File: config.mk
export PLATFORM = sky130hd
export DESIGN_NAME = crp_decoder
export DESIGN_NICKNAME = d
export VERILOG_FILES = /design/src/core/crp_pkg.sv /design/src/core/crp_classify.sv /design/src/core/crp_decoder.sv
export VERILOG_INCLUDE_DIRS = /design/src /design/src/core
export SDC_FILE = /design/constraint.sdc
export NUM_CORES = 1
export LEC_CHECK = 0
export BUFFER_PORTS_ARGS = -buffer_cell sky130_fd_sc_hd__buf_4
export CAP_MARGIN = 10
export CORE_MARGIN = 2
export CORE_UTILIZATION = 50
export CTS_BUF_LIST = sky130_fd_sc_hd__clkbuf_8
export DETAILED_ROUTE_END_ITERATION = 12
export PLACE_DENSITY = 0.87
export SLEW_MARGIN = 30
export SYNTH_ARGS = -nofsm -noshare
export SYNTH_HDL_FRONTEND = slang
export SYNTH_SLANG_ARGS = --single-unit
File: constraint.sdc
create_clock -name mclk_in -period 0.9 [get_ports mclk_in]
set_input_delay 0 -clock mclk_in [delete_from_list [all_inputs] [get_ports mclk_in]]
set_output_delay 0 -clock mclk_in [all_outputs]
set_load 0.1 [all_outputs]
File: src/core/crp_map.svh
// Purpose: Constants for the coprocessor response primitive decoder.
// Assumes: Response words are 16 bits wide.
// Notes:   Function codes are taken from bits 13 down to 8.
`ifndef CRP_MAP_SVH
`define CRP_MAP_SVH
`define CRP_FN_HI      13
`define CRP_FN_LO      8
`define CRP_CA_BIT     15
`define CRP_PC_BIT     14
`define CRP_DR_BIT     13
`define CRP_FN_ZERO    6'h00
`define CRP_FN_ONES    6'h3F
`define CRP_FN_RSV0    6'h0B
`define CRP_FN_RSV1    6'h1B
`define CRP_FN_RSV2    6'h1F
`define CRP_FN_RSV3    6'h2B
`define CRP_FN_RSV4    6'h3B
`define CRP_LO_CPREGS  5'h01
`define CRP_LO_TAKEADR 5'h05
`define CRP_LO_MPREGS  5'h06
`define CRP_LO_EVALEA  5'h0A
`define CRP_LO_SINGLE  5'h0C
`define CRP_LO_CTLREG  5'h0D
`define CRP_LO_STACK   5'h0E
`define CRP_LO_ISTREAM 5'h0F
`define CRP_LO_PREEXC  5'h1C
`define CRP_LO_MIDEXC  5'h1D
`define CRP_LO_POSTEXC 5'h1E
`define CRP_LO_WRPREV  5'h00
`define CRP_HI4_STATUS 4'h1
`define CRP_HI4_NULL   4'h4
`define CRP_FN_OPWORD  6'h07
`define CRP_FN_SUPCHK  6'h04
`define CRP_FN_BUSY    6'h24
`endif

File: src/core/crp_pkg.sv
// Purpose: Types for the coprocessor response primitive decoder.
// Assumes: Nothing beyond the constants header.
// Notes:   Primitive kinds are one enumeration shared by both modules.
`default_nettype none
package crp_pkg;
  typedef enum logic [4:0] {
    CRP_K_NONE     = 5'h00,
    CRP_K_CPREGS   = 5'h01,
    CRP_K_STATUS   = 5'h02,
    CRP_K_TAKEADR  = 5'h03,
    CRP_K_MPREGS   = 5'h04,
    CRP_K_EVALEA   = 5'h05,
    CRP_K_SINGLE   = 5'h06,
    CRP_K_CTLREG   = 5'h07,
    CRP_K_STACK    = 5'h08,
    CRP_K_ISTREAM  = 5'h09,
    CRP_K_EVALDATA = 5'h0A,
    CRP_K_WRPREV   = 5'h0B,
    CRP_K_NULL     = 5'h0C,
    CRP_K_PREEXC   = 5'h0D,
    CRP_K_MIDEXC   = 5'h0E,
    CRP_K_POSTEXC  = 5'h0F,
    CRP_K_OPWORD   = 5'h10,
    CRP_K_SUPCHK   = 5'h11,
    CRP_K_BUSY     = 5'h12,
    CRP_K_VIOL     = 5'h13
  } crp_kind_t;
  // Dialogue states, Gray coded along idle, wait, hold.
  typedef enum logic [1:0] {
    CRP_S_IDLE = 2'b00,
    CRP_S_POLL = 2'b01,
    CRP_S_HOLD = 2'b11
  } crp_state_t;
endpackage
`default_nettype wire

File: src/core/crp_classify.sv
// Purpose: Combinational classifier of one response primitive word.
// Assumes: Word is stable while it is examined.
// Notes:   Order of the checks sets priority among overlapping codes.
`include "crp_map.svh"
`default_nettype none
module crp_classify (
  // Primitive word.
  input  wire logic [15:0]       word_in,
  // Decoded kind.
  output crp_pkg::crp_kind_t     kind_out
);
  import crp_pkg::*;
  logic [5:0] fn;
  logic [4:0] lo;
  assign fn = word_in[`CRP_FN_HI:`CRP_FN_LO];
  assign lo = word_in[12:8];

  // Picks the kind; anything unmatched is a violation.
  always_comb begin
    kind_out = CRP_K_VIOL;
    if (fn == `CRP_FN_ZERO || fn == `CRP_FN_ONES) begin
      kind_out = CRP_K_VIOL;
    end else if (fn == `CRP_FN_RSV0 || fn == `CRP_FN_RSV1 ||
                 fn == `CRP_FN_RSV2 || fn == `CRP_FN_RSV3 ||
                 fn == `CRP_FN_RSV4) begin
      kind_out = CRP_K_VIOL;
    end else if (fn == `CRP_FN_BUSY && word_in[`CRP_CA_BIT]) begin
      kind_out = CRP_K_BUSY;
    end else if (fn == `CRP_FN_OPWORD) begin
      kind_out = CRP_K_OPWORD;
    end else if (fn == `CRP_FN_SUPCHK) begin
      kind_out = CRP_K_SUPCHK;
    end else if (lo[4:3] == 2'b10) begin
      kind_out = CRP_K_EVALDATA;
    end else if (lo == `CRP_LO_WRPREV && word_in[13]) begin
      kind_out = CRP_K_WRPREV;
    end else if (lo == `CRP_LO_CPREGS) begin
      kind_out = CRP_K_CPREGS;
    end else if (lo[4:1] == `CRP_HI4_STATUS) begin
      kind_out = (word_in[7:0] == 8'h00) ? CRP_K_STATUS : CRP_K_VIOL;
    end else if (lo == `CRP_LO_TAKEADR) begin
      kind_out = CRP_K_TAKEADR;
    end else if (lo == `CRP_LO_MPREGS) begin
      kind_out = (word_in[7:0] == 8'h00) ? CRP_K_MPREGS : CRP_K_VIOL;
    end else if (lo[4:1] == `CRP_HI4_NULL && !word_in[13]) begin
      kind_out = CRP_K_NULL;
    end else if (lo == `CRP_LO_EVALEA && !word_in[13]) begin
      kind_out = (word_in[7:0] == 8'h00) ? CRP_K_EVALEA : CRP_K_VIOL;
    end else if (lo == `CRP_LO_SINGLE) begin
      kind_out = CRP_K_SINGLE;
    end else if (lo == `CRP_LO_CTLREG) begin
      kind_out = (word_in[7:0] == 8'h00) ? CRP_K_CTLREG : CRP_K_VIOL;
    end else if (lo == `CRP_LO_STACK) begin
      kind_out = CRP_K_STACK;
    end else if (lo == `CRP_LO_ISTREAM && !word_in[13]) begin
      kind_out = CRP_K_ISTREAM;
    end else if (!word_in[15] && !word_in[13] &&
                 lo == `CRP_LO_PREEXC) begin
      kind_out = CRP_K_PREEXC;
    end else if (!word_in[15] && !word_in[13] &&
                 lo == `CRP_LO_MIDEXC) begin
      kind_out = CRP_K_MIDEXC;
    end else if (!word_in[15] && !word_in[13] &&
                 lo == `CRP_LO_POSTEXC) begin
      kind_out = CRP_K_POSTEXC;
    end
  end
endmodule
`default_nettype wire

File: src/core/crp_decoder.sv
// Purpose: Registered decoder of coprocessor response primitives.
// Assumes: One primitive is offered per cycle by a valid strobe.
// Notes:   All outputs are registered; results appear one cycle later.
`include "crp_map.svh"
`default_nettype none
module crp_decoder (
  // Clock and reset.
  input  wire logic              mclk_in,
  input  wire logic              rst_b_in,
  // Primitive read from the response register.
  input  wire logic              prim_valid_in,
  input  wire logic [15:0]       prim_word_in,
  // Processor context.
  input  wire logic              trace_pending_in,
  input  wire logic              irq_pending_in,
  // Decoded primitive.
  output logic                   dec_valid_out,
  output crp_pkg::crp_kind_t     kind_out,
  output logic                   protocol_violation_out,
  output logic                   come_again_flag_out,
  output logic                   pass_program_counter_flag_out,
  output logic                   transfer_direction_flag_out,
  output logic                   include_status_flag_out,
  output logic                   interrupts_allowed_flag_out,
  output logic                   processing_finished_flag_out,
  output logic                   condition_result_flag_out,
  output logic                   addr_reg_sel_out,
  output logic [2:0]             reg_num_out,
  output logic [2:0]             valid_mode_out,
  output logic [7:0]             length_out,
  output logic [7:0]             vector_out,
  // Dialogue control.
  output logic                   dialogue_active_out,
  output logic                   dialogue_end_out,
  output logic                   service_irq_out
);
  import crp_pkg::*;
  crp_kind_t  kind_nxt;
  crp_state_t state_r;
  logic       finished_null;
  logic       ends_now;

  crp_classify u_classify (
    .word_in  (prim_word_in),
    .kind_out (kind_nxt)
  );

  // A finished null: come-again clear and processing-finished set.
  assign finished_null = (kind_nxt == CRP_K_NULL) &&
                         !prim_word_in[`CRP_CA_BIT] && prim_word_in[1];
  // Dialogue ends on come-again clear without trace; under trace, on a finished null or a post-exception request.
  assign ends_now = trace_pending_in ?
                    (finished_null || kind_nxt == CRP_K_POSTEXC)
                    : !prim_word_in[`CRP_CA_BIT];

  // Registers the decoded kind and all fields of the word.
  always_ff @(posedge mclk_in or negedge rst_b_in) begin
    if (!rst_b_in) begin
      dec_valid_out                 <= 1'b0;
      kind_out                      <= CRP_K_NONE;
      protocol_violation_out        <= 1'b0;
      come_again_flag_out           <= 1'b0;
      pass_program_counter_flag_out <= 1'b0;
      transfer_direction_flag_out   <= 1'b0;
      include_status_flag_out       <= 1'b0;
      interrupts_allowed_flag_out   <= 1'b0;
      processing_finished_flag_out  <= 1'b0;
      condition_result_flag_out     <= 1'b0;
      addr_reg_sel_out              <= 1'b0;
      reg_num_out                   <= 3'h0;
      valid_mode_out                <= 3'h0;
      length_out                    <= 8'h00;
      vector_out                    <= 8'h00;
    end else begin
      dec_valid_out          <= prim_valid_in;
      protocol_violation_out <= prim_valid_in &&
                                kind_nxt == CRP_K_VIOL;
      if (prim_valid_in) begin
        kind_out                      <= kind_nxt;
        come_again_flag_out           <= prim_word_in[`CRP_CA_BIT];
        pass_program_counter_flag_out <= prim_word_in[`CRP_PC_BIT];
        transfer_direction_flag_out   <= prim_word_in[`CRP_DR_BIT];
        include_status_flag_out       <= prim_word_in[8];
        interrupts_allowed_flag_out   <= prim_word_in[8];
        processing_finished_flag_out  <= prim_word_in[1];
        condition_result_flag_out     <= prim_word_in[0];
        addr_reg_sel_out              <= prim_word_in[3];
        reg_num_out                   <= prim_word_in[2:0];
        valid_mode_out                <= prim_word_in[10:8];
        length_out                    <= prim_word_in[7:0];
        vector_out                    <= prim_word_in[7:0];
      end
    end
  end

  // Tracks the dialogue and raises its end and interrupt service pulses.
  always_ff @(posedge mclk_in or negedge rst_b_in) begin
    if (!rst_b_in) begin
      state_r          <= CRP_S_IDLE;
      dialogue_end_out <= 1'b0;
      service_irq_out  <= 1'b0;
    end else begin
      dialogue_end_out <= 1'b0;
      service_irq_out  <= 1'b0;
      case (state_r)
        CRP_S_IDLE: begin
          if (prim_valid_in) begin
            state_r <= CRP_S_POLL;
          end
        end
        CRP_S_POLL: begin
          state_r <= CRP_S_POLL;
        end
        default: begin
          // Interrupt service holds the dialogue until the next read.
          if (prim_valid_in) begin
            state_r <= CRP_S_POLL;
          end
        end
      endcase
      if (prim_valid_in) begin
        if (kind_nxt == CRP_K_VIOL || ends_now) begin
          state_r          <= CRP_S_IDLE;
          dialogue_end_out <= 1'b1;
        end
        // Interrupt window on a null that allows it.
        if (kind_nxt == CRP_K_NULL && prim_word_in[8] && irq_pending_in &&
            (prim_word_in[`CRP_CA_BIT] ||
             (trace_pending_in && !prim_word_in[1]))) begin
          state_r         <= CRP_S_HOLD;
          service_irq_out <= 1'b1;
        end
      end
    end
  end

  // Active flag mirrors the state in a register of its own.
  always_ff @(posedge mclk_in or negedge rst_b_in) begin
    if (!rst_b_in) begin
      dialogue_active_out <= 1'b0;
    end else if (prim_valid_in) begin
      dialogue_active_out <= !(kind_nxt == CRP_K_VIOL || ends_now);
    end
  end

  // Kind and field checks, one per family but the supervisor check; the exception check covers post only.
  AST_VIOL_ZERO: assert property (
    @(posedge mclk_in) disable iff (!rst_b_in)
    prim_valid_in && prim_word_in[13:8] == 6'h00
    |=> protocol_violation_out) else $error("zero code not flagged");
  AST_VIOL_RSV: assert property (
    @(posedge mclk_in) disable iff (!rst_b_in)
    prim_valid_in &&
    prim_word_in[13:8] inside {6'h0B, 6'h1B, 6'h1F, 6'h2B, 6'h3B}
    |=> protocol_violation_out) else $error("reserved not flagged");
  AST_CPREGS: assert property (
    @(posedge mclk_in) disable iff (!rst_b_in)
    prim_valid_in && prim_word_in[12:8] == 5'h01
    |=> kind_out == CRP_K_CPREGS && length_out == $past(prim_word_in[7:0]))
    else $error("cp regs misdecoded");
  AST_STATUS: assert property (
    @(posedge mclk_in) disable iff (!rst_b_in)
    prim_valid_in && prim_word_in[12:9] == 4'h1 && prim_word_in[7:0] == 8'h00
    |=> kind_out == CRP_K_STATUS &&
        include_status_flag_out == $past(prim_word_in[8]))
    else $error("status transfer misdecoded");
  AST_TAKEADR: assert property (
    @(posedge mclk_in) disable iff (!rst_b_in)
    prim_valid_in && prim_word_in[12:8] == 5'h05
    |=> kind_out == CRP_K_TAKEADR && length_out == $past(prim_word_in[7:0]))
    else $error("take address misdecoded");
  AST_MPREGS: assert property (
    @(posedge mclk_in) disable iff (!rst_b_in)
    prim_valid_in && prim_word_in[12:0] == 13'h0600
    |=> kind_out == CRP_K_MPREGS) else $error("mp regs misdecoded");
  AST_EVALEA: assert property (
    @(posedge mclk_in) disable iff (!rst_b_in)
    prim_valid_in && prim_word_in[13:0] == 14'h0A00
    |=> kind_out == CRP_K_EVALEA) else $error("eval address misdecoded");
  AST_SINGLE: assert property (
    @(posedge mclk_in) disable iff (!rst_b_in)
    prim_valid_in && prim_word_in[12:8] == 5'h0C
    |=> kind_out == CRP_K_SINGLE && reg_num_out == $past(prim_word_in[2:0]) &&
        addr_reg_sel_out == $past(prim_word_in[3]))
    else $error("register number wrong");
  AST_CTLREG: assert property (
    @(posedge mclk_in) disable iff (!rst_b_in)
    prim_valid_in && prim_word_in[12:0] == 13'h0D00
    |=> kind_out == CRP_K_CTLREG) else $error("control reg misdecoded");
  AST_STACK: assert property (
    @(posedge mclk_in) disable iff (!rst_b_in)
    prim_valid_in && prim_word_in[12:8] == 5'h0E
    |=> kind_out == CRP_K_STACK &&
        transfer_direction_flag_out == $past(prim_word_in[13]))
    else $error("stack transfer misdecoded");
  AST_ISTREAM: assert property (
    @(posedge mclk_in) disable iff (!rst_b_in)
    prim_valid_in && prim_word_in[13:8] == 6'h0F
    |=> kind_out == CRP_K_ISTREAM && length_out == $past(prim_word_in[7:0]))
    else $error("instruction stream misdecoded");
  AST_EVALDATA: assert property (
    @(posedge mclk_in) disable iff (!rst_b_in)
    prim_valid_in && prim_word_in[12:11] == 2'b10
    |=> kind_out == CRP_K_EVALDATA &&
        valid_mode_out == $past(prim_word_in[10:8]))
    else $error("eval data missed");
  AST_WRPREV: assert property (
    @(posedge mclk_in) disable iff (!rst_b_in)
    prim_valid_in && prim_word_in[13:8] == 6'h20
    |=> kind_out == CRP_K_WRPREV && length_out == $past(prim_word_in[7:0]))
    else $error("write previous misdecoded");
  AST_NULL: assert property (
    @(posedge mclk_in) disable iff (!rst_b_in)
    prim_valid_in && prim_word_in[13:9] == 5'h04
    |=> kind_out == CRP_K_NULL &&
        interrupts_allowed_flag_out == $past(prim_word_in[8]) &&
        processing_finished_flag_out == $past(prim_word_in[1]))
    else $error("null misdecoded");
  AST_EXC: assert property (
    @(posedge mclk_in) disable iff (!rst_b_in)
    prim_valid_in && !prim_word_in[15] && prim_word_in[13:8] == 6'h1E
    |=> kind_out == CRP_K_POSTEXC && vector_out == $past(prim_word_in[7:0]))
    else $error("exception request misdecoded");
  AST_OPWORD: assert property (
    @(posedge mclk_in) disable iff (!rst_b_in)
    prim_valid_in && prim_word_in[13:8] == 6'h07
    |=> kind_out == CRP_K_OPWORD) else $error("operation word missed");
  AST_BUSY: assert property (
    @(posedge mclk_in) disable iff (!rst_b_in)
    prim_valid_in && prim_word_in[15] && prim_word_in[13:8] == 6'h24
    |=> kind_out == CRP_K_BUSY) else $error("busy missed");
  // Dialogue checks.
  AST_END_NOTRACE: assert property (
    @(posedge mclk_in) disable iff (!rst_b_in)
    prim_valid_in && !trace_pending_in && !prim_word_in[15]
    |=> dialogue_end_out && !dialogue_active_out)
    else $error("dialogue not ended");
  AST_TRACE_POLL: assert property (
    @(posedge mclk_in) disable iff (!rst_b_in)
    prim_valid_in && trace_pending_in && kind_nxt == CRP_K_NULL &&
    !prim_word_in[1] |=> !dialogue_end_out)
    else $error("ended before finished");
  AST_IRQ: assert property (
    @(posedge mclk_in) disable iff (!rst_b_in)
    prim_valid_in && kind_nxt == CRP_K_NULL && prim_word_in[15] &&
    prim_word_in[8] && irq_pending_in |=> service_irq_out)
    else $error("interrupt window missed");
  AST_HOLD: assert property (
    @(posedge mclk_in) disable iff (!rst_b_in)
    service_irq_out |-> state_r == CRP_S_HOLD)
    else $error("interrupt service without hold");
  AST_ACTIVE: assert property (
    @(posedge mclk_in) disable iff (!rst_b_in)
    dialogue_active_out == (state_r != CRP_S_IDLE))
    else $error("active flag disagrees with state");
endmodule
`default_nettype wire

==> impl_metrics.toml, run 1 <==
[run_status]
status = "did not finish"
haltStage = "clock tree synthesis"
error = "[ERROR DPL-0038] Utilization greater than 100%, impossible to legalize"

[placed_design]
io_buffers = 60
dp.cells = 247
dp_hpwl_um = 3260
place_congestion = 0.956
placedInstanceArea_um2 = 2160

[cts]
root_buffer = "clkbuf_8"
cts_buffers = 3
clock-sinks = 24
ctsResizeCount = 107
post-cts-setup-buffers = 4
hold_buffers = 9
h-tree-depth = 1
ctsLongestPathBuffers = 2

[synth]
synth_warnings = 0
syn-num-nets = 167
synth_top_area_cell = "dfrtp_1"
synthFlopType = "dfrtp_1"
synth_area_leaders = "dfrtp_1 40%, mux2_2 11%, buf_4 8.1%, nor2_1 2.8%, o21ai_0 2.4%"
synth.distinct_cells = 45
netlist_instances = 146
synthTopCellsByCount = "24 x dfrtp_1, 16 x buf_4, 14 x mux2_2"
synth_most_common_cell = "dfrtp_1"
yosysSeqAreaShare_pct = 40.3
synth_edf_count = 0
avgSynthCellArea_um2 = 10.2
yosys.area.top_type_share_pct = 40.3
synth-seq-cells = 24
syn_area_um2 = 1490
async_reset_ff_share_pct = 100

[floorplanning]
rows = 19
dieWidth_um = 58.6
start_util_pct = 53.5
io_pins = 61
die_h_um = 58.6
## cells by family after synthesis
kind of cell,Yosys count,synth area share (%)
mux,15,11.3
simple gates,41,16.8
flops,24,40.3
buf+inv,30,12.0
compound gates,36,19.6
## per-stage QoR
step	worst slack (ns)	TNS, ns	hold slack (ns)
floorplan	-0.767	-5.97	-0.296
global placement	-0.876	-6.37	-0.0945
detailed placement	-0.953	-6.82	-0.0855
==> inputs of run 2 (changes only) <==
- CORE_UTILIZATION: 50 -> 35
- CTS_BUF_LIST: sky130_fd_sc_hd__clkbuf_8 -> unset
- PLACE_DENSITY: 0.87 -> unset
- PLACE_DENSITY_LB_ADDON: unset -> 0.15
==> run 2 against run 1 <==
The flow now finishes, with violations (negative setup slack); area after synthesis stayed put; synthesized cell count stayed put.
==> impl_metrics.toml, run 2 <==
[run_status]
status = "finished with violations"
violations = "negative setup slack"

[synth]
synthFlopType = "dfrtp_1"
synthTopCellsByCount = "24 x dfrtp_1, 16 x buf_4, 14 x mux2_2"
syn-num-nets = 167
synth_area_leaders = "dfrtp_1 40%, mux2_2 11%, buf_4 8.1%, nor2_1 2.8%, o21ai_0 2.4%"
synth_top_area_cell = "dfrtp_1"
synth_warnings = 0
syn_area_um2 = 1490
synth_most_common_cell = "dfrtp_1"
synth-seq-cells = 24
synth.distinct_cells = 45
async_reset_ff_share_pct = 100
synth_edf_count = 0
yosysSeqAreaShare_pct = 40.3
avgSynthCellArea_um2 = 10.2
netlist_instances = 146
yosys.area.top_type_share_pct = 40.3

[global_routing]
antenna_found_initial = 0
grt_first_pass_wirelength_um = 7910
grtUsageTotal_pct = 20.2
grt.overflow.total = 0
grt_max_degree = 25
grt_pass1_vias = 1603

[power_and_ir_drop]
peakVddDrop_uv = 1110
leakage_nw = 1.31
p_per_area_nw_per_um2 = 1710

[hold_path]
min_from = "prim_valid_in"
hp-class = "input port to flop"

[critical_path]
crit_fanout = 5
arrival_ns = 1.70
crit_type = "input port to flop"
cp-startpoint = "prim_word_in[6]"
worstPathRequired_ns = 1.05
ff2ff_setup_slack_ns = -0.05
cp-start-kind = "input port"
end_kind = "flop"
r2r-start = "reg_num_out[0]"

[final_layout]
regMostFlops = "vector_out"
finalNonFillerCells = 283
reg_top3 = "vector_out x6, kind_out x5, valid_mode_out x3"
largest_register_ffs = 6
fin_area_um2 = 3010
drive_gt1_share_pct = 68.2
n_antenna_cell = 0
mostFrequentLayoutCells = "40 x buf_4, 38 x buf_12, 21 x buf_6, 15 x dfrtp_4, 14 x mux2_2"
finalNetCount = 255
mostFrequentLayoutCell = "buf_4"
syn2layout_area_growth_pct = 102

[cts]
h-tree-depth = 1
clock-sinks = 24
cts.clk_slew.worst_paths_ns = 0.09
root_buffer = "clkbuf_8"
ctsLongestPathBuffers = 2
clk_latency_ns = 0.27
tritoncts = "built"
cts_buffers = 3

[placed_design]
dp.cells = 265
io_buffers = 60
placedInstanceArea_um2 = 2180
dp_hpwl_um = 3170
place_congestion = 0.921

[routing]
drt-initial-drc-count = 90
wire_per_inst_um = 17.7
firstDrtPassIters = 4
drtAntennaViolNets = 0
route.detailed.drc = 0
wirelength_um = 5000
via_per_inst = 5.28
vias = 1495

[floorplanning]
rows = 23
io_pins = 61
die_h_um = 69.2
die_area_um2 = 4790
core_area_um2 = 4060
dieWidth_um = 69.2
start_util_pct = 36.7

[timing]
rsz0062_at_grt = "true"
layout_setup_ws_ns = -0.658
setup_viol = 45
hold_viol = 0
worst_slew_pin_slew_ns = 0.471
fin_skew_ns = 0
maxSlewViolCount = 0
clock.fmax_mhz = 642
relSlewSlack_pct = 68.6
final.period_utilization_pct = 173
timing.hold.ws_ns = 0.0449
period_minus_slack_ns = 1.56

[run]
drv_cap = 0
run 2: cell counts after synthesis:
No cell type changed its count.
run 2: logic make-up after synthesis:
| logic type | Yosys count | synth area share (%) |
|---|---|---|
| flops | 24 | 40.3 |
| buf+inv | 30 | 12.0 |
| simple gates | 41 | 16.8 |
| compound gates | 36 | 19.6 |
| mux | 15 | 11.3 |
run 2: worst max-delay path, stage by stage:
cell and delay, ns:
buf_6 0.09, or4_4 0.54, nor2_4 0.22, a211oi_4 0.09, o32ai_4 0.28, and4b_1 0.25
o2bb2ai_2 0.13, a211oi_2 0.09
run 2: path summary, 6_finish.rpt:
| path | end | cells past startpoint |
|---|---|---|
| setup / recovery | dialogue_active_out | 8 |
| hold / removal | dec_valid_out | 2 |
| setup reg to reg | reg_num_out[0] | 1 |
| hold reg to reg | kind_out[2] | 1 |
| max in group asynchronous | vector_out[3] | 2 |
| min in group asynchronous | kind_out[3] | 2 |
run 2: power by group:
| part | leakage (nW) | switching (mW) | internal (mW) |
|---|---|---|---|
| logic | 1.00 | 1.74 | 1.06 |
| clock network | 0.0357 | 0.372 | 0.596 |
| registers | 0.273 | 0.172 | 1.23 |
run 2: per-stage QoR:
step	worst slack, ns	TNS [ns]	utilization [%]	power [mW]
floorplan	-0.767	-5.97	-	3.12
finish	-0.658	-6.93	74.3	5.16
global placement	-0.878	-6.49	53.7	3.51
detailed placement	-0.950	-6.79	53.7	3.54
CTS	-0.642	-6.86	70.6	5.06
global route	-0.715	-8.35	74.3	5.31
run 2: per-layer routing:
layer | global-route usage [%] | routed length (um) | vias to the layer above
met5 | 0 | 0 | -
met4 | 2.61 | 57 | 0
met3 | 4.94 | 323 | 9
met2 | 37.1 | 2720 | 73
met1 | 24.5 | 1900 | 725
li1 | - | - | 688
run 2: final cells by class:
type | count | area, um^2
clock buffers | 3 | 41.3
well taps | 50 | 62.6
multi-input cells | 92 | 812
inverters | 5 | 23.8
repair buffers | 108 | 1390
flip-flops and latches | 24 | 657
fillers | 259 | 1040
clock inverters | 1 | 30.0
run 2: what timing repair did:
| item | 4_1_cts | 5_1_grt |
|---|---|---|
| resized for setup | 124 | 31 |
| pin swaps | 10 | 13 |
| setup endpoints to repair | 47 | 57 |
| hold buffers | 9 | 0 |
| setup buffers | 2 | 5 |
| hold endpoints to repair | 32 | 0 |
No activity file was read; power rests on OpenSTA's default activity.
==> inputs of run 3 (changes only) <==
==> constraint.sdc (replaced) <==
create_clock -name mclk_in -period 0.9 [get_ports mclk_in]
set_input_delay 0 -clock mclk_in [delete_from_list [all_inputs] [get_ports mclk_in]]
set_output_delay 0 -clock mclk_in [all_outputs]
set_load 0.01 [all_outputs]
==> run 3 against run 2 <==
The run still ends with negative setup slack left; core utilization decreased by 16 points; clock-buffer cell count did not move; non-clock buffer count down 3; setup slack improved by 0.073 ns; register-to-register slack gained 0.15 ns; combinational power shrank 64%; total power is 44% lower; worst hold slack got worse by 0.0079 ns; sequential share of layout area increased by 3.8 points; critical path depth unchanged; critical path type unchanged; highest routed layer unchanged.
==> impl_metrics.toml, run 3 (same netlist as run 2, synthesis figures left out) <==
[run_status]
status = "finished with violations"
violations = "negative setup slack"

[critical_path]
end_kind = "flop"
arrival_ns = 1.64
cp-start-kind = "input port"
cp_cell_sequence = "buf_4 -> or4bb_4 -> a21oi_4 -> a221oi_2 -> and3_4 -> o22ai_4 -> a211oi_2 -> o21a_1"
max_stage_delay_ns = 0.55
worstPathRequired_ns = 1.05
crit_type = "input port to flop"
critPathSlowestCell = "or4bb_4"
crit_fanout = 7

[cts]
h-tree-depth = 1
cts_buffers = 3
ctsLongestPathBuffers = 2
clock-sinks = 24
clk_latency_ns = 0.25
tritoncts = "built"
cts.clk_slew.worst_paths_ns = 0.08
root_buffer = "clkbuf_8"

[final_layout]
reg_top3 = "vector_out x6, kind_out x5, valid_mode_out x3"
drive_gt1_share_pct = 60.3
mostFrequentLayoutCell = "buf_4"
fin_area_um2 = 2350
syn2layout_area_growth_pct = 57.9
post-route-util_pct = 57.9
n_antenna_cell = 0
mostFrequentLayoutCells = "90 x buf_4, 24 x dfrtp_1, 14 x mux2_2, 11 x nor2_1, 9 x dlygate4sd3_1"
regMostFlops = "vector_out"
finalNonFillerCells = 279
finalNetCount = 252
largest_register_ffs = 6

[global_routing]
grtUsageTotal_pct = 17.0
grt.overflow.total = 0
grt_first_pass_wirelength_um = 6770
grt_max_degree = 25
antenna_found_initial = 0
grt_pass1_vias = 1428

[timing]
rsz0062_at_grt = "true"
hold_viol = 0
relSlewSlack_pct = 73.3
clock.fmax_mhz = 673
worst_slew_pin_slew_ns = 0.398
layout_setup_ws_ns = -0.585
maxSlewViolCount = 0
period_minus_slack_ns = 1.49
final.period_utilization_pct = 165
fin_skew_ns = 0
setup_tns_ns = -3.71
setup_viol = 8
timing.hold.ws_ns = 0.0370

[power_and_ir_drop]
p_total_mw = 2.87
leakage_nw = 1.11
p_per_area_nw_per_um2 = 1220
peakVddDrop_uv = 1230

[hold_path]
hp-class = "input port to flop"

[placed_design]
placedInstanceArea_um2 = 2130
io_buffers = 60
dp.cells = 266
dpl_worst_slack_ns = -0.876
place_congestion = 0.922
dp_hpwl_um = 3030

[routing]
via_per_inst = 4.92
route.detailed.drc = 0
vias = 1373
drtAntennaViolNets = 0
drt-initial-drc-count = 42
firstDrtPassIters = 4
wirelength_um = 4080
wire_per_inst_um = 14.6

[floorplanning]
die_area_um2 = 4790
rows = 23
io_pins = 61
core_area_um2 = 4060
die_h_um = 69.2
start_util_pct = 36.7
dieWidth_um = 69.2

[run]
drv_cap = 0
run 3: cell types whose count changed in the layout (fill, tap and decap cells not counted), moves of 3 or more:
cell      previous run  this run
a211oi_2             1         4
buf_12              38         1
buf_4               40        90
buf_6               21         5
dfrtp_1              9        24
dfrtp_4             15         0
run 3: path summary, 6_finish.rpt:
path	from	endpoint	slack, ns	cells after the start
min in group asynchronous	rst_b_in	kind_out[4]	0.16	2
max in group asynchronous	rst_b_in	valid_mode_out[1]	0.50	2
worst max register to register	reg_num_out[1]	reg_num_out[1]	0.10	1
worst max-delay path	prim_word_in[11]	dialogue_end_out	-0.59	8
worst min register to register	kind_out[2]	kind_out[2]	0.49	1
worst min-delay path	prim_valid_in	dec_valid_out	0.04	2
run 3: repair_timing:
item / CTS / global route
buffers inserted: 1 / 0
resized for setup: 8 / 11
hold endpoints to repair: 32 / 0
setup endpoints to repair: 8 / 9
pin swaps: 11 / 8
hold buffers: 9 / 0
run 3: power by group:
part	internal (mW)	switching, mW
Clock	0.298	0.312
Sequential	1.18	0.0702
Combinational	0.568	0.441
Total	2.05	0.822
run 3: metal layers:
metal  GRT usage, %  up-vias  routed length [um]
met3           3.78        6                 163
li1               -      686                   -
met1           20.7      642                1690
met4           3.49        0                  67
met2           30.8       39                2160
met5              0        -                   0
run 3: critical path: cells and delay by family:
family / cells / cell delay [ns]
AOI/OAI and AO/OA: 5 / 0.77
and+or+nand+nor: 2 / 0.73
buffers and inverters: 1 / 0.14
run 3: layout make-up:
type	count	area [um^2]
Clock buffer	3	41.3
Fill cell	367	1710
Inverter	5	18.8
Multi-Input combinational cell	92	786
Sequential cell	24	601
Tap cell	50	62.6
Timing Repair Buffer	105	842
